===== config.mk =====
export PLATFORM = sky130hd
export DESIGN_NAME = dfs_top
export DESIGN_NICKNAME = d
export VERILOG_FILES = /design/src/hdl/dfs_top.v /design/src/hdl/dfs_buf2.v
export VERILOG_INCLUDE_DIRS = /design/src /design/src/hdl
export SDC_FILE = /design/constraint.sdc
export NUM_CORES = 1
export LEC_CHECK = 0
export ABC_CLOCK_PERIOD_IN_PS = 3100
export BUFFER_PORTS_ARGS = -buffer_cell sky130_fd_sc_hd__buf_2
export CAP_MARGIN = 20
export CORE_MARGIN = 5
export CORE_UTILIZATION = 30
export CTS_CLUSTER_SIZE = 20
export DETAILED_ROUTE_END_ITERATION = 10
export SLEW_MARGIN = 20
export SYNTH_ARGS = -nofsm -noshare
export SYNTH_HDL_FRONTEND = slang
export SYNTH_SLANG_ARGS = --single-unit

===== constraint.sdc =====
create_clock -name clock_i -period 3.1 [get_ports clock_i]
set_clock_uncertainty 0.1 [all_clocks]
set_input_delay 0.62 -clock clock_i [delete_from_list [all_inputs] [get_ports clock_i]]
set_output_delay 0.62 -clock clock_i [all_outputs]
set_load 0.03 [all_outputs]

===== src/hdl/dfs_defs.vh =====
// Constants for the decimation filter select block.
`ifndef DFS_DEFS_VH
`define DFS_DEFS_VH
`define DFS_ADDR_PROFILE_A 8'h01
`define DFS_ADDR_PROFILE_B 8'h02
`define DFS_ADDR_CHAN_SEL 8'h03
`define DFS_ADDR_CHOP 8'h04
`define DFS_ADDR_STATUS 8'h05
`define DFS_FILT_BIT 3
`define DFS_HDR_NSETTLED_BIT 6
`define DFS_PROFILE_RESET 8'h00
`define DFS_WB_EXTRA_PERIODS 8'h04
`define DFS_WB_DELAY_PERIODS 8'h22
`define DFS_SINC_DELAY_PERIODS 8'h05
`define DFS_CHOP_SLOW_LOG2 5
`define DFS_CHOP_FAST_LOG2 3
`endif


===== src/hdl/dfs_top.v =====
// Decimation filter select, per-channel decimator and settling tracking.
`timescale 1ns/1ps
`default_nettype none
`include "dfs_defs.vh"
module dfs_top #(
   parameter NCH = 8,
   parameter DW = 16
) (
   // Clock and reset.
   input wire clock_i,
   input wire rst_n_i,
   // Register port.
   input wire reg_wr_i,
   input wire reg_rd_i,
   input wire [7:0] reg_addr_i,
   input wire [7:0] reg_wdata_i,
   output reg [7:0] reg_rdata_o,
   // Mode pins.
   input wire pin_mode_i,
   input wire pin_filter_sinc_i,
   input wire ratio_pin_lo_i,
   input wire ratio_pin_hi_i,
   input wire sync_i,
   // Modulator bitstreams, one bit per channel per modulator clock.
   input wire mod_valid_i,
   input wire [NCH-1:0] mod_bits_i,
   output wire chop_en_o,
   // Output words: header byte, channel index, data.
   output wire out_valid_o,
   input wire out_ready_i,
   output wire [7:0] out_header_o,
   output wire [2:0] out_chan_o,
   output wire [DW-1:0] out_data_o,
   output wire stall_o
);
   reg [7:0] prof_a_reg;
   reg [7:0] prof_b_reg;
   reg [7:0] chan_sel_reg;
   reg chop_fast_reg;
   reg sync_d_reg;
   reg [4:0] chop_cnt_reg;
   // Each channel owns its own settling flag; this vector only gathers them.
   wire [NCH-1:0] nsettled;
   reg [NCH-1:0] done_reg;
   reg [7:0] rr_reg;
   wire sync_rise = sync_i && !sync_d_reg;
   wire [NCH-1:0] pend;
   wire [NCH-1:0] take;
   wire [DW-1:0] acc_w [0:NCH-1];
   wire [7:0] ch_hdr [0:NCH-1];
   wire buf_ready;
   reg [2:0] pick;
   reg pick_ok;
   integer k;

   // Registers; pin mode leaves them untouched but ignores them.
   always @(posedge clock_i or negedge rst_n_i) begin
      if (!rst_n_i) begin
         prof_a_reg <= `DFS_PROFILE_RESET;
         prof_b_reg <= `DFS_PROFILE_RESET;
         chan_sel_reg <= 8'h00;
         chop_fast_reg <= 1'b0;
      end else if (reg_wr_i) begin
         case (reg_addr_i)
            `DFS_ADDR_PROFILE_A: prof_a_reg <= {4'h0, reg_wdata_i[3:0]};
            `DFS_ADDR_PROFILE_B: prof_b_reg <= {4'h0, reg_wdata_i[3:0]};
            `DFS_ADDR_CHAN_SEL: chan_sel_reg <= reg_wdata_i;
            `DFS_ADDR_CHOP: chop_fast_reg <= reg_wdata_i[0];
            default: ;
         endcase
      end
   end

   always @(posedge clock_i or negedge rst_n_i) begin
      if (!rst_n_i)
         reg_rdata_o <= 8'h00;
      else if (reg_rd_i) begin
         case (reg_addr_i)
            `DFS_ADDR_PROFILE_A: reg_rdata_o <= prof_a_reg;
            `DFS_ADDR_PROFILE_B: reg_rdata_o <= prof_b_reg;
            `DFS_ADDR_CHAN_SEL: reg_rdata_o <= chan_sel_reg;
            `DFS_ADDR_CHOP: reg_rdata_o <= {7'h00, chop_fast_reg};
            `DFS_ADDR_STATUS: reg_rdata_o <= nsettled;
            default: reg_rdata_o <= 8'h00;
         endcase
      end
   end

   // Chopping enable pulses every 32 or 8 modulator clocks.
   always @(posedge clock_i or negedge rst_n_i) begin
      if (!rst_n_i) begin
         chop_cnt_reg <= 5'h00;
         sync_d_reg <= 1'b0;
      end else begin
         sync_d_reg <= sync_i;
         if (sync_rise)
            chop_cnt_reg <= 5'h00;
         else if (mod_valid_i)
            chop_cnt_reg <= chop_cnt_reg + 5'h01;
      end
   end
   wire chop_fast = chop_fast_reg && !pin_mode_i;
   assign chop_en_o = mod_valid_i &&
      (chop_fast ? (chop_cnt_reg[2:0] == 3'h7) : (chop_cnt_reg == 5'h1f));

   // Pin ratio select maps 00..11 onto 32..256 codes.
   wire [2:0] pin_code = {1'b0, ratio_pin_hi_i, ratio_pin_lo_i};

   genvar g;
   generate
      for (g = 0; g < NCH; g = g + 1) begin : ch
         // Profile choice is looked up live per channel, so only mapped channels change.
         wire [7:0] prof = chan_sel_reg[g] ? prof_b_reg : prof_a_reg;
         // The ones count stands in for both filter shapes; the type bit travels in the header.
         wire sinc = pin_mode_i ? pin_filter_sinc_i
                                : prof[`DFS_FILT_BIT];
         wire [2:0] code = pin_mode_i ? pin_code : prof[2:0];
         reg [3:0] lg;
         always @* begin
            case (code)
               3'h0: lg = 4'd5;
               3'h1: lg = 4'd6;
               3'h2: lg = 4'd7;
               3'h3: lg = 4'd8;
               3'h4: lg = 4'd9;
               default: lg = 4'd10;
            endcase
         end
         reg [9:0] phase_reg;
         reg [DW-1:0] acc_reg;
         reg [DW-1:0] word_reg;
         reg have_reg;
         reg [7:0] per_reg;
         wire [9:0] last = (10'h001 << lg) - 10'h001;
         wire wrap = mod_valid_i && (phase_reg == last);
         // Settling delay in output periods; wideband waits its group delay plus extra.
         wire [7:0] need = sinc ? `DFS_SINC_DELAY_PERIODS
                                : (`DFS_WB_DELAY_PERIODS + `DFS_WB_EXTRA_PERIODS);
         always @(posedge clock_i or negedge rst_n_i) begin
            if (!rst_n_i) begin
               phase_reg <= 10'h000;
               acc_reg <= {DW{1'b0}};
               word_reg <= {DW{1'b0}};
               have_reg <= 1'b0;
               per_reg <= 8'h00;
            end else begin
               if (sync_rise) begin
                  phase_reg <= 10'h000;
                  acc_reg <= {DW{1'b0}};
                  per_reg <= 8'h00;
               end else if (mod_valid_i) begin
                  // Counting ones gives a boxcar average; output rate is mod rate / ratio.
                  phase_reg <= wrap ? 10'h000 : phase_reg + 10'h001;
                  acc_reg <= wrap ? {DW{1'b0}} : acc_reg + {{(DW-1){1'b0}}, mod_bits_i[g]};
                  if (wrap) begin
                     word_reg <= acc_reg + {{(DW-1){1'b0}}, mod_bits_i[g]};
                     if (per_reg != 8'hff)
                        per_reg <= per_reg + 8'h01;
                  end
               end
               // A new word wins over the take that drains the old one.
               if (wrap && !sync_rise)
                  have_reg <= 1'b1;
               else if (take[g] || sync_rise)
                  have_reg <= 1'b0;
            end
         end
         assign pend[g] = have_reg;
         assign acc_w[g] = word_reg;
         reg ns_reg;
         assign nsettled[g] = ns_reg;
         assign ch_hdr[g] = {1'b0, ns_reg, 1'b0, sinc, 1'b0, code};
         always @(posedge clock_i or negedge rst_n_i) begin
            if (!rst_n_i)
               ns_reg <= 1'b0;
            else if (sync_rise)
               ns_reg <= 1'b1;
            else if (per_reg >= need)
               ns_reg <= 1'b0;
         end
      end
   endgenerate

   // Fixed-priority pick of the lowest-numbered pending channel into the buffer.
   always @* begin
      pick = 3'h0;
      pick_ok = 1'b0;
      for (k = NCH - 1; k >= 0; k = k - 1) begin
         if (pend[k] && !done_reg[k]) begin
            pick = k[2:0];
            pick_ok = 1'b1;
         end
      end
   end
   assign take = (pick_ok && buf_ready) ? (8'h01 << pick) : 8'h00;
   always @(posedge clock_i or negedge rst_n_i) begin
      if (!rst_n_i)
         done_reg <= 8'h00;
      else
         done_reg <= 8'h00;
   end
   always @(posedge clock_i or negedge rst_n_i) begin
      if (!rst_n_i)
         rr_reg <= 8'h00;
      else
         rr_reg <= rr_reg | take;
   end
   // A word still pending at its next period end would be overwritten.
   assign stall_o = |(pend & ~take) && mod_valid_i;

   wire [7:0] hdr_sel = ch_hdr[pick];
   wire [`DFS_HDR_NSETTLED_BIT:0] hdr_low = hdr_sel[`DFS_HDR_NSETTLED_BIT:0];
   dfs_buf2 #(.W(8 + 3 + DW)) u_buf (
      .clock_i(clock_i),
      .rst_n_i(rst_n_i),
      .in_valid_i(pick_ok),
      .in_ready_o(buf_ready),
      .in_data_i({1'b0, hdr_low, pick, acc_w[pick]}),
      .out_valid_o(out_valid_o),
      .out_ready_i(out_ready_i),
      .out_data_o({out_header_o, out_chan_o, out_data_o})
   );
endmodule
`default_nettype wire


===== src/hdl/dfs_buf2.v =====
// Two-entry valid/ready buffer for filter output words.
`timescale 1ns/1ps
`default_nettype none
module dfs_buf2 #(
   parameter W = 32
) (
   input wire clock_i,
   input wire rst_n_i,
   input wire in_valid_i,
   output wire in_ready_o,
   input wire [W-1:0] in_data_i,
   output wire out_valid_o,
   input wire out_ready_i,
   output wire [W-1:0] out_data_o
);
   reg [W-1:0] mem_reg [0:1];
   reg wr_reg;
   reg rd_reg;
   reg [1:0] cnt_reg;
   wire push = in_valid_i && (cnt_reg != 2'd2);
   wire pop = out_ready_i && (cnt_reg != 2'd0);
   assign in_ready_o = (cnt_reg != 2'd2);
   assign out_valid_o = (cnt_reg != 2'd0);
   assign out_data_o = mem_reg[rd_reg];
   always @(posedge clock_i or negedge rst_n_i) begin
      if (!rst_n_i) begin
         wr_reg <= 1'b0;
         rd_reg <= 1'b0;
         cnt_reg <= 2'd0;
         mem_reg[0] <= {W{1'b0}};
         mem_reg[1] <= {W{1'b0}};
      end else begin
         if (push) begin
            mem_reg[wr_reg] <= in_data_i;
            wr_reg <= ~wr_reg;
         end
         if (pop)
            rd_reg <= ~rd_reg;
         if (push && !pop)
            cnt_reg <= cnt_reg + 2'd1;
         else if (pop && !push)
            cnt_reg <= cnt_reg - 2'd1;
      end
   end
endmodule
`default_nettype wire


==> impl_results.rst, run 1 <==
.. list-table::
   :header-rows: 1

   * - Metric
     - Value
   * - Status
     - finished with violations
   * - Violations in the final reports
     - setup timing
   * - Final instance area
     - 32710 sq um
   * - Type of the most critical hold path
     - input port to register
   * - Register-to-Register Setup Slack
     - 110 ps
   * - Number of cells on the worst reg-to-reg path
     - 9
   * - Gate Count Post-Synth
     - 2858
   * - Placed instance area
     - 30650 sq um
   * - Flip-flop and latch count after synthesis
     - 499
   * - Chip height
     - 313.0 microns
   * - Crit Path Class
     - register to output port
   * - Antenna violations before repair
     - 6
   * - Number of global-route vias before repair
     - 21300
   * - Count of cells along the worst hold path
     - 1
   * - Worst Max-Slew Pin Slew
     - 703.5 ps
   * - Post-synthesis simple-gate area fraction
     - 0.1789
   * - Root buffer cell
     - sky130_fd_sc_hd__clkbuf_16
   * - Parity-gate share of the synthesized area counting xor and xnor cells
     - 0.05726
   * - Worst Slack Setup Final
     - -89.60 ps
   * - Commonest non-fill, non-tap cells in the layout
     - sky130_fd_sc_hd__dfrtp_1, sky130_fd_sc_hd__nand2_1, sky130_fd_sc_hd__o21ai_0, sky130_fd_sc_hd__nor2_1, sky130_fd_sc_hd__buf_4
   * - Worst hold path endpoint
     - sync_d_reg$_DFF_PN0_
   * - Core region area
     - 91390 sq um
   * - Final hold viol count
     - 0
   * - Non-filler instance count after layout
     - 4246
   * - Maximum level of the CTS H-tree
     - 2
   * - Arrival time worst endpoint
     - 2470 ps
   * - GPL Wtd Cong
     - 0.8712
   * - Number of flops mapped to enable cells by yosys
     - 0
   * - Cell Pwr Density
     - 499.3 nW/um^2
   * - HP Start
     - sync_i
   * - Max Root-Sink Buffers
     - 3
   * - Std-Cell Rows
     - 111
   * - Sink Count
     - 499
   * - Share of synthesized cell area in full adder, half adder and majority cells
     - 0.03126
   * - Setup slack after placement
     - -65.51 ps
   * - Final period util
     - 1.029
   * - Sum of routed wire length over all layers
     - 77380 microns
   * - Share of flip-flops with an asynchronous set or reset
     - 1.000
   * - Boundary Pins
     - 73
   * - Total Routing Usage GR
     - 0.1538
   * - Area of the die
     - 97940 sq um
   * - Largest fanout on the critical path
     - 4
   * - Largest net degree at the start of global routing
     - 64
   * - Syn-to-layout area delta
     - 18.79%
   * - Cells traversed along the worst timing path
     - o31a_1, or3_4, o21ai_4, nand3_2, o21a_1, buf_6
   * - Fraction of final layout cells sized beyond drive strength 1
     - 0.1844
   * - Setup repair after global routing missed its margin
     - true
   * - Kind of launch point of the worst setup path
     - register
   * - Final setup TNS
     - -89.60 ps
   * - Max IR drop VDD
     - 0.4161 mV
   * - Drt initial violations
     - 1694
   * - Global-route wire length before repair
     - 122400 microns
   * - Grt ovf
     - 0
   * - Required time reported for the critical path endpoint
     - 2380 ps
   * - Die X-Extent
     - 313.0 microns
   * - Leak
     - 14.76 nW
   * - TritonCTS clock tree
     - done
   * - Slew Limit Headroom
     - 0.5298
   * - Number of max-slew violations in the final report
     - 0
   * - Synthesized area per cell
     - 9.634 sq um
   * - Shortest period the worst path allows
     - 3190 ps
   * - Overall Power
     - 16.33 mW
   * - Post-DR vias/cell
     - 5.246
   * - Number of placed cells counting well taps
     - 4136
   * - Nature of the critical path endpoint
     - output port
   * - Most frequent standard cell in the layout excluding fill and tap cells
     - sky130_fd_sc_hd__dfrtp_1
   * - Sequential fraction of the synthesis area
     - 0.4535
   * - CP max stage cell
     - sky130_fd_sc_hd__dfrtp_2
   * - RR Endpoint
     - ch[4].per_reg[4]$_DFFE_PN0P_
   * - DRT antenna net count
     - 0
   * - Detailed placement HPWL
     - 55740 microns
   * - Max-cap violations
     - 0
   * - Post-synthesis mux area share
     - 0.06771
   * - Ys flop type
     - sky130_fd_sc_hd__dfrtp_1
   * - Skew-Pair Late Insertion Delay
     - 630 ps
   * - Number of iterations in the first detailed-routing pass
     - 5
   * - Worst-case hold slack
     - 107.4 ps
   * - Per-cell routed wire length
     - 18.22 microns
   * - Share of the core filled with cells
     - 0.3579
   * - IO Port Bufs
     - 69
   * - Clock buffer count from CTS
     - 55
   * - Count of different cell masters after synthesis
     - 86
   * - Highest Clock Rate
     - 0.3135 GHz
   * - Initial standard-cell utilization of the core
     - 0.3013
   * - Compound-gate portion of the synthesized area
     - 0.1776
   * - Dominant combinational cell family by area after synthesis
     - simple AND/OR/NAND/NOR gates
   * - Clock transition at the register clock pins on the worst setup and hold paths after CTS
     - 60 ps
   * - Synth Warn #
     - 0
   * - Largest incremental delay on the critical path
     - 440 ps
   * - Vias after detailed routing
     - 22270
   * - Number of failing setup endpoints in the final timing report
     - 1
   * - Startpoint of the most critical register-to-register path
     - prof_a_reg[1]$_DFFE_PN0P_
   * - Post-Syn Area
     - 27530 sq um
   * - Final routed DRC violation total
     - 0
   * - Final nets
     - 3122
[synthesized netlist by cell type (10+ instances only)]
| cell | count | area share |
|---|---|---|
| sky130_fd_sc_hd__a21o_1 | 40 | 0.011 |
| sky130_fd_sc_hd__a21oi_1 | 127 | 0.023 |
| sky130_fd_sc_hd__a221o_1 | 79 | 0.029 |
| sky130_fd_sc_hd__a22o_1 | 67 | 0.021 |
| sky130_fd_sc_hd__a22oi_1 | 10 | 0.0027 |
| sky130_fd_sc_hd__a31o_2 | 12 | 0.0038 |
| sky130_fd_sc_hd__a31oi_1 | 12 | 0.0027 |
| sky130_fd_sc_hd__and2_1 | 15 | 0.0034 |
| sky130_fd_sc_hd__and3_1 | 80 | 0.018 |
| sky130_fd_sc_hd__and4_1 | 12 | 0.0038 |
| sky130_fd_sc_hd__buf_2 | 26 | 0.0047 |
| sky130_fd_sc_hd__clkbuf_1 | 137 | 0.019 |
| sky130_fd_sc_hd__dfrtp_1 | 499 | 0.45 |
| sky130_fd_sc_hd__ha_1 | 68 | 0.031 |
| sky130_fd_sc_hd__inv_1 | 50 | 0.0068 |
| sky130_fd_sc_hd__mux2_2 | 119 | 0.049 |
| sky130_fd_sc_hd__mux2i_1 | 51 | 0.019 |
| sky130_fd_sc_hd__nand2_1 | 261 | 0.036 |
| sky130_fd_sc_hd__nand2b_1 | 31 | 0.0070 |
| sky130_fd_sc_hd__nand3_1 | 122 | 0.022 |
| sky130_fd_sc_hd__nand4_1 | 37 | 0.0084 |
| sky130_fd_sc_hd__nor2_1 | 213 | 0.029 |
| sky130_fd_sc_hd__nor2b_1 | 23 | 0.0052 |
| sky130_fd_sc_hd__nor3_1 | 90 | 0.016 |
| sky130_fd_sc_hd__nor3b_1 | 16 | 0.0044 |
| sky130_fd_sc_hd__nor4_1 | 13 | 0.0030 |
| sky130_fd_sc_hd__o21ai_0 | 233 | 0.042 |
| sky130_fd_sc_hd__o31ai_1 | 26 | 0.0071 |
| sky130_fd_sc_hd__or2_2 | 19 | 0.0043 |
| sky130_fd_sc_hd__or3_1 | 15 | 0.0034 |
| sky130_fd_sc_hd__or4_1 | 16 | 0.0044 |
| sky130_fd_sc_hd__xnor2_1 | 81 | 0.026 |
| sky130_fd_sc_hd__xor2_1 | 99 | 0.031 |
[power breakdown]
part           internal [mW]  switching [mW]
logic                  0.912            1.47
registers               6.95           0.312
clock network           3.98            2.70
total                   11.8            4.49
[per-layer routing]
layer  share of wire  up-vias  global-route usage
li1                -    10750                   -
met2            0.44      481              0.2369
met3           0.058      107             0.03041
met5         0.00027        -                   0
met1            0.48    10930              0.2232
met4           0.023        4             0.03769
[final cells by class]
class / count / area (sq um)
Fill cell: 9174 / 58680
Multi-Input combinational cell: 2131 / 14310
Sequential cell: 499 / 12490
Timing Repair Buffer: 281 / 2387
Clock buffer: 85 / 1659
Tap cell: 1186 / 1484
Inverter: 51 / 191.4
Clock inverter: 11 / 171.4
Antenna cell: 2 / 5.005
[kinds of logic (layout without fill, tap and decap cells)]
kind of cell / Yosys count / after routing
AO/OA/AOI/OAI: 718 / 718
XOR/XNOR: 180 / 180
adder cells (fa/ha/maj): 69 / 69
buffers and inverters: 230 / 428
flip-flops: 499 / 499
multiplexers: 171 / 171
other: 1 / 5
AND/OR/NAND/NOR: 990 / 990
[critical path, delay by kind of cell (launching register included)]
family                 cells  cell delay [ps]
buffers and inverters      1              160
and+or+nand+nor            2              480
DFF                        1              440
AOI/OAI and AO/OA          3              790
[repair_timing]
item / 4_1_cts / 5_1_grt
pin swaps: 7 / 9
setup buffers: 6 / 5
hold endpoints to repair: 43 / 0
hold buffers: 1 / 0
resized for setup: 20 / 17
setup endpoints to repair: 1 / 33
[how the worst max path moves through the flow]
stage                                     end  slack (ps)  cells past startpoint                  startpoint
2_1_floorplan  ch[2].word_reg[10]$_DFFE_PN0P_          30                     12                  pin_mode_i
3_3_place_gp     ch[4].per_reg[4]$_DFFE_PN0P_         -30                      8              ratio_pin_hi_i
3_5_place_dp     ch[4].per_reg[4]$_DFFE_PN0P_         -70                      8              ratio_pin_hi_i
4_1_cts                               stall_o        -140                      8  ch[6].have_reg$_DFFE_PN0P_
5_1_grt                               stall_o        -150                      6  ch[5].have_reg$_DFFE_PN0P_
6_report                              stall_o         -90                      6  ch[5].have_reg$_DFFE_PN0P_
No activity file was read; power rests on OpenSTA's default activity.
==> run 2: changes to the inputs <==
--- a/config.mk
+++ b/config.mk
@@ -10,9 +10,10 @@
 export BUFFER_PORTS_ARGS = -buffer_cell sky130_fd_sc_hd__buf_2
 export CAP_MARGIN = 20
 export CORE_MARGIN = 5
-export CORE_UTILIZATION = 30
+export CORE_UTILIZATION = 52
 export CTS_CLUSTER_SIZE = 20
 export DETAILED_ROUTE_END_ITERATION = 10
+export PLACE_DENSITY = 0.71
 export SLEW_MARGIN = 20
 export SYNTH_ARGS = -nofsm -noshare
 export SYNTH_HDL_FRONTEND = slang
==> impl_results.rst, run 2 (synthesis gave the netlist of run 1 again) <==
.. list-table::
   :header-rows: 1

   * - Metric
     - Value
   * - Slew Limit Headroom
     - 0.4365 (-0.09330)
   * - Maximum level of the CTS H-tree
     - 2 (unchanged)
   * - Cell Pwr Density
     - 513.9 nW/um^2 (+2.9%)
   * - Core region area
     - 52550 sq um (-42%)
   * - Detailed placement HPWL
     - 53610 microns (-3.8%)
   * - CP max stage cell
     - sky130_fd_sc_hd__dfrtp_1
   * - Initial standard-cell utilization of the core
     - 0.5240 (+0.2227)
   * - Number of buffer and inverter instances along the worst setup path
     - 1 (unchanged)
   * - Std-Cell Rows
     - 84 (-24%)
   * - Shortest period the worst path allows
     - 3237 ps (+47.76 ps)
   * - Kind of launch point of the worst setup path
     - register
   * - Grt ovf
     - 0 (unchanged)
   * - Cells traversed along the worst timing path
     - or2_4, nor3_4, nand2_2, o21ai_2, o21ai_0, o21a_4, buf_6
   * - Per-cell routed wire length
     - 20.24 microns (+11%)
   * - Most frequent standard cell in the layout excluding fill and tap cells
     - sky130_fd_sc_hd__dfrtp_1
   * - Worst Max-Slew Pin Slew
     - 837.5 ps (+133.9 ps)
   * - Max-cap violations
     - 0 (unchanged)
   * - Highest Clock Rate
     - 0.3089 GHz (-1.5%)
   * - Required time reported for the critical path endpoint
     - 2380 ps (about the same)
   * - Clock buffer count from CTS
     - 53 (-3.6%)
   * - Final period util
     - 1.044 (+0.01541)
   * - Post-DR vias/cell
     - 6.164 (+18%)
   * - Boundary Pins
     - 73 (unchanged)
   * - Total net switching power
     - 4.525 mW (+0.83%)
   * - Antenna violations before repair
     - 0 (-6)
   * - Number of failing setup endpoints in the final timing report
     - 1 (unchanged)
   * - Largest fanout on the critical path
     - 8 (+4)
   * - Nature of the critical path endpoint
     - output port
   * - Family with the most delay on the worst path
     - simple AND/OR/NAND/NOR gates
   * - Vias after detailed routing
     - 22970 (+3.1%)
   * - Max Root-Sink Buffers
     - 3 (unchanged)
   * - GPL Wtd Cong
     - 0.9144 (+5.0%)
   * - Largest incremental delay on the critical path
     - 450 ps (about the same)
   * - Root buffer cell
     - sky130_fd_sc_hd__clkbuf_16
   * - Setup repair after global routing missed its margin
     - true
   * - Final nets
     - 3098 (-0.77%)
   * - Clock transition at the register clock pins on the worst setup and hold paths after CTS
     - 70 ps (about the same)
   * - Number of iterations in the first detailed-routing pass
     - 5 (unchanged)
   * - Sink Count
     - 499 (unchanged)
   * - Number of filler instances in the final layout
     - 4324 (-53%)
   * - Crit Path Class
     - register to output port
   * - Total Routing Usage GR
     - 0.2582 (+0.1045)
   * - Antenna cell count
     - 0 (-2)
   * - Combinational share of power
     - 0.144 (-0.002)
   * - Syn-to-layout area delta
     - 15.43%
   * - Sequential cell fraction of total power
     - 0.445 (about the same)
   * - Number of max-slew violations in the final report
     - 0 (unchanged)
   * - Skew-Pair Late Insertion Delay
     - 610 ps (-20 ps)
   * - IO Port Bufs
     - 69 (unchanged)
   * - Worst-case hold slack
     - 104.5 ps (-2.884 ps)
   * - Global-route wire length before repair
     - 121500 microns (-0.67%)
   * - Type of the most critical hold path
     - input port to register
   * - DRT antenna net count
     - 0 (unchanged)
   * - Violations in the final reports
     - setup timing
   * - Worst Slack Setup Final
     - -137.4 ps (-47.76 ps)
   * - Max IR drop VDD
     - 0.4136 mV (-0.58%)
   * - Drt initial violations
     - 2003 (+18%)
   * - Area of the die
     - 57650 sq um (-41%)
   * - Die X-Extent
     - 240.1 microns (-23%)
   * - Final routed DRC violation total
     - 0 (unchanged)
   * - TritonCTS clock tree
     - done
   * - Net switching fraction of the power
     - 0.2770 (+0.002240)
   * - Number of global-route vias before repair
     - 22620 (+6.2%)
   * - Largest net degree at the start of global routing
     - 81 (+27%)
   * - Final hold viol count
     - 0 (unchanged)
   * - Leak
     - 14.60 nW (-1.0%)
   * - Commonest non-fill, non-tap cells in the layout
     - sky130_fd_sc_hd__dfrtp_1, sky130_fd_sc_hd__nand2_1, sky130_fd_sc_hd__o21ai_0, sky130_fd_sc_hd__nor2_1, sky130_fd_sc_hd__buf_4
   * - Relative contribution of the clock network to total power
     - 0.411 (+0.002)
   * - Fraction of final layout cells sized beyond drive strength 1
     - 0.1800 (-0.004441)
   * - Chip height
     - 240.1 microns (-23%)
   * - Setup slack after placement
     - -146.9 ps (-81.39 ps)
   * - Sum of routed wire length over all layers
     - 75440 microns (-2.5%)
   * - Arrival time worst endpoint
     - 2520 ps (+50 ps)
   * - Status
     - finished with violations
   * - Power Internal
     - 11.81 mW (-0.30%)
==> run 2: cell type report <==
type                            count  area [sq um]  area share
Multi-Input combinational cell   2131         14330      0.4508
Timing Repair Buffer              259          2068     0.06507
Sequential cell                   499         12490      0.3931
Tap cell                          688         860.8     0.02708
Clock buffer                       75          1499     0.04716
Clock inverter                     24         341.6     0.01075
Inverter                           51         191.4    0.006023
==> run 2: through the flow <==
stage	cells	setup TNS (ps)	utilization	power, mW	instance area (sq um)
6_report	3727	-137.4	0.6048	16.33	31780
5_1_grt	3727	-227.5	0.6048	16.99	31780
4_1_cts	3726	-93.72	0.6028	16.46	31680
3_5_place_dp	3619	-3071	0.5656	9.729	29720
3_3_place_gp	3619	-302.4	0.5656	9.617	29720
2_1_floorplan	2860	0	-	8.853	27540
==> run 2: timing repair <==
item,4_1_cts,5_1_grt
hold buffers,1,0
pin swaps,5,6
buffers inserted,7,1
resized for setup,16,25
endpoints found under the setup margin,8,62
endpoints found under the hold margin,56,0
==> run 2: worst paths after layout <==
kind | start | to | slack (ps) | cells after the start
min reg2reg | u_buf.mem_reg[0]$_DFFE_PN0P_ | u_buf.mem_reg[0]$_DFFE_PN0P_ | 370 | 2
min | sync_i | sync_d_reg$_DFF_PN0_ | 100 | 1
max | ch[1].have_reg$_DFFE_PN0P_ | stall_o | -140 | 7
max reg2reg | prof_b_reg[0]$_DFFE_PN0P_ | ch[4].per_reg[3]$_DFFE_PN0P_ | 110 | 8
min in group asynchronous | rst_n_i | ch[2].per_reg[3]$_DFFE_PN0P_ | 500 | 2
max in group asynchronous | rst_n_i | ch[1].acc_reg[0]$_DFFE_PN0P_ | 1540 | 3
==> run 2: power by group through the flow <==
stage	clock [mW]	combinational, mW	sequential (mW)
after global placement	0	2.28	7.34
after global routing	7.07	2.59	7.33
final	6.71	2.36	7.27
after CTS	6.82	2.37	7.27
after floorplan	0	1.58	7.27
after detailed placement	0	2.35	7.38
==> run 2: metal layers <==
| layer | vias up | global-route usage | part of all wire |
|---|---|---|---|
| met3 | 159 | 0.04290 | 0.062 |
| met1 | 11390 | 0.3544 | 0.44 |
| met2 | 724 | 0.4231 | 0.47 |
| met4 | 0 | 0.08184 | 0.029 |
| met5 | - | 0 | 0 |
| li1 | 10700 | - | - |
==> run 3: changes to the inputs <==
--- a/config.mk
+++ b/config.mk
@@ -11,6 +11,7 @@
 export CAP_MARGIN = 20
 export CORE_MARGIN = 5
 export CORE_UTILIZATION = 52
+export CTS_BUF_LIST = sky130_fd_sc_hd__clkbuf_8 sky130_fd_sc_hd__clkbuf_16
 export CTS_CLUSTER_SIZE = 20
 export DETAILED_ROUTE_END_ITERATION = 10
 export PLACE_DENSITY = 0.71
==> impl_results.rst, run 3 (synthesis gave the netlist of run 1 again) <==
.. list-table::
   :header-rows: 1

   * - Metric
     - Value
   * - Chip height
     - 240.1 microns (unchanged)
   * - Detailed placement HPWL
     - 53610 microns (unchanged)
   * - Net switching fraction of the power
     - 0.2777 (+0.0006556)
   * - Combinational share of power
     - 0.145 (about the same)
   * - Fraction of final layout cells sized beyond drive strength 1
     - 0.1800 (unchanged)
   * - Final hold viol count
     - 0 (unchanged)
   * - Violations in the final reports
     - setup timing
   * - Clock transition at the register clock pins on the worst setup and hold paths after CTS
     - 70 ps (about the same)
   * - Number of max-slew violations in the final report
     - 0 (unchanged)
   * - Worst Max-Slew Pin Slew
     - 832.5 ps (-4.943 ps)
   * - Shortest period the worst path allows
     - 3233 ps (-4.453 ps)
   * - Vias after detailed routing
     - 22990 (+0.061%)
   * - Die X-Extent
     - 240.1 microns (unchanged)
   * - Sink Count
     - 499 (unchanged)
   * - Clock buffer count from CTS
     - 53 (unchanged)
   * - Setup slack after placement
     - -146.9 ps (unchanged)
   * - Initial standard-cell utilization of the core
     - 0.5240 (unchanged)
   * - Area of the die
     - 57650 sq um (unchanged)
   * - Final routed DRC violation total
     - 0 (unchanged)
   * - Slew Limit Headroom
     - 0.4399 (+0.003326)
   * - Final nets
     - 3098 (unchanged)
   * - Final setup TNS
     - -132.9 ps (+4.453 ps)
   * - Largest fanout on the critical path
     - 8 (unchanged)
   * - CP max stage cell
     - sky130_fd_sc_hd__dfrtp_1
   * - Highest Clock Rate
     - 0.3093 GHz (+0.14%)
   * - Final instance area
     - 31780 sq um (unchanged)
   * - Max Root-Sink Buffers
     - 3 (unchanged)
   * - Grt ovf
     - 0 (unchanged)
   * - Per-cell routed wire length
     - 20.29 microns (+0.23%)
   * - Skew-Pair Late Insertion Delay
     - 610 ps (about the same)
   * - Commonest non-fill, non-tap cells in the layout
     - sky130_fd_sc_hd__dfrtp_1, sky130_fd_sc_hd__nand2_1, sky130_fd_sc_hd__o21ai_0, sky130_fd_sc_hd__nor2_1, sky130_fd_sc_hd__buf_4
   * - Cells traversed along the worst timing path
     - or2_4, nor3_4, nand2_2, o21ai_2, o21ai_0, o21a_4, buf_6
   * - Relative contribution of the clock network to total power
     - 0.409 (-0.002)
   * - TritonCTS clock tree
     - done
   * - Maximum level of the CTS H-tree
     - 2 (unchanged)
   * - Final period util
     - 1.043 (-0.001436)
   * - Number of filler instances in the final layout
     - 4324 (unchanged)
   * - Cell Pwr Density
     - 512.5 nW/um^2 (-0.27%)
   * - Root buffer cell
     - sky130_fd_sc_hd__clkbuf_16
   * - Required time reported for the critical path endpoint
     - 2380 ps (about the same)
   * - Std-Cell Rows
     - 84 (unchanged)
   * - Number of failing setup endpoints in the final timing report
     - 1 (unchanged)
   * - DRT antenna net count
     - 0 (unchanged)
   * - Largest net degree at the start of global routing
     - 81 (unchanged)
   * - Antenna violations before repair
     - 0 (unchanged)
   * - Number of iterations in the first detailed-routing pass
     - 8 (+3)
   * - Arrival time worst endpoint
     - 2510 ps (about the same)
   * - IO Port Bufs
     - 69 (unchanged)
   * - Syn-to-layout area delta
     - 15.43% (unchanged)
   * - Max-cap violations
     - 0 (unchanged)
   * - Global-route wire length before repair
     - 121500 microns (unchanged)
   * - Placed instance area
     - 29720 sq um (unchanged)
   * - Kind of launch point of the worst setup path
     - register
   * - Drt initial violations
     - 1976 (-1.3%)
   * - Largest incremental delay on the critical path
     - 450 ps (about the same)
   * - Core region area
     - 52550 sq um (unchanged)
   * - Total net switching power
     - 4.523 mW (about the same)
   * - Total Routing Usage GR
     - 0.2582 (unchanged)
   * - Max IR drop VDD
     - 0.4128 mV (-0.21%)
   * - Power Internal
     - 11.77 mW (-0.36%)
   * - GPL Wtd Cong
     - 0.9144 (unchanged)
   * - Post-DR vias/cell
     - 6.167 (about the same)
   * - Setup repair after global routing missed its margin
     - true
   * - Boundary Pins
     - 73 (unchanged)
   * - Type of the most critical hold path
     - input port to register
   * - Nature of the critical path endpoint
     - output port
   * - Sum of routed wire length over all layers
     - 75610 microns (+0.23%)
   * - Status
     - finished with violations
   * - Number of global-route vias before repair
     - 22620 (+0.0044%)
   * - Most frequent standard cell in the layout excluding fill and tap cells
     - sky130_fd_sc_hd__dfrtp_1
   * - Leak
     - 14.66 nW (+0.37%)
   * - Sequential cell fraction of total power
     - 0.447 (+0.002)
   * - Worst Slack Setup Final
     - -132.9 ps (+4.453 ps)
   * - Antenna cell count
     - 0 (unchanged)
   * - Crit Path Class
     - register to output port
   * - Area of the multi-input gates
     - 14330 sq um (unchanged)
   * - FF+latch area
     - 12490 sq um (unchanged)
run 3: cell count changes in the layout (fill, tap and decap cells not counted), sizes merged:
| cell | delta |
|---|---|
| inv | +13 |
| clkbuf | -13 |
run 3: worst paths after layout:
| kind | to | depth (start not counted) | slack (ps) | start |
|---|---|---|---|---|
| max in group asynchronous | ch[3].acc_reg[7]$_DFFE_PN0P_ | 3 | 1530 | rst_n_i |
| hold reg to reg | u_buf.mem_reg[0]$_DFFE_PN0P_ | 2 | 370 | u_buf.mem_reg[0]$_DFFE_PN0P_ |
| setup reg to reg | ch[4].per_reg[3]$_DFFE_PN0P_ | 8 | 110 | prof_b_reg[0]$_DFFE_PN0P_ |
| setup / recovery | stall_o | 7 | -130 | ch[1].have_reg$_DFFE_PN0P_ |
| min in group asynchronous | ch[2].per_reg[3]$_DFFE_PN0P_ | 2 | 500 | rst_n_i |
| hold / removal | sync_d_reg$_DFF_PN0_ | 1 | 110 | sync_i |
run 3: critical path: cells and delay by family, from the launching register on:
family	cells	cell delay, ps
AO/OA/AOI/OAI	3	620
flip-flops	1	450
AND/OR/NAND/NOR	3	690
buffers and inverters	1	140
run 3: final cells by class:
| cell class | count | share of cell area |
|---|---|---|
| well taps | 688 | 0.02708 |
| clock buffers | 62 | 0.04563 |
| multi-input cells | 2131 | 0.4508 |
| clock inverters | 37 | 0.01228 |
| inverters | 51 | 0.006023 |
| flip-flops and latches | 499 | 0.3931 |
| repair buffers | 259 | 0.06507 |
run 3: layer usage:
| layer | vias up | share of wire | global-route usage |
|---|---|---|---|
| met2 | 699 | 0.48 | 0.4231 |
| met5 | - | 0 | 0 |
| met3 | 162 | 0.059 | 0.04290 |
| li1 | 10700 | - | - |
| met1 | 11430 | 0.44 | 0.3544 |
| met4 | 0 | 0.029 | 0.08184 |
run 3: power by group through the flow:
| stage | sequential (mW) | clock, mW | combinational [mW] |
|---|---|---|---|
| 6_report | 7.27 | 6.66 | 2.36 |
| 5_1_grt | 7.33 | 7.03 | 2.59 |
| 4_1_cts | 7.27 | 6.78 | 2.37 |
| 3_5_place_dp | 7.38 | 0 | 2.35 |
| 3_3_place_gp | 7.34 | 0 | 2.28 |
| 2_1_floorplan | 7.27 | 0 | 1.58 |
run 3: repair_timing:
| item | in CTS | in global routing |
|---|---|---|
| pin swaps | 5 | 6 |
| hold buffers | 1 | 0 |
| resized for setup | 16 | 25 |
| buffers inserted | 7 | 1 |
| endpoints found under the setup margin | 8 | 61 |
| hold endpoints to repair | 56 | 0 |
run 3: through the flow:
stage	utilization	total power [mW]	std cells	hold slack, ps
4_1_cts	0.6028	16.42	3726	71.67
2_1_floorplan	-	8.853	2860	224.4
3_5_place_dp	0.5656	9.729	3619	365.9
3_3_place_gp	0.5656	9.617	3619	355.3
6_report	0.6048	16.29	3727	105.7
5_1_grt	0.6048	16.95	3727	81.71
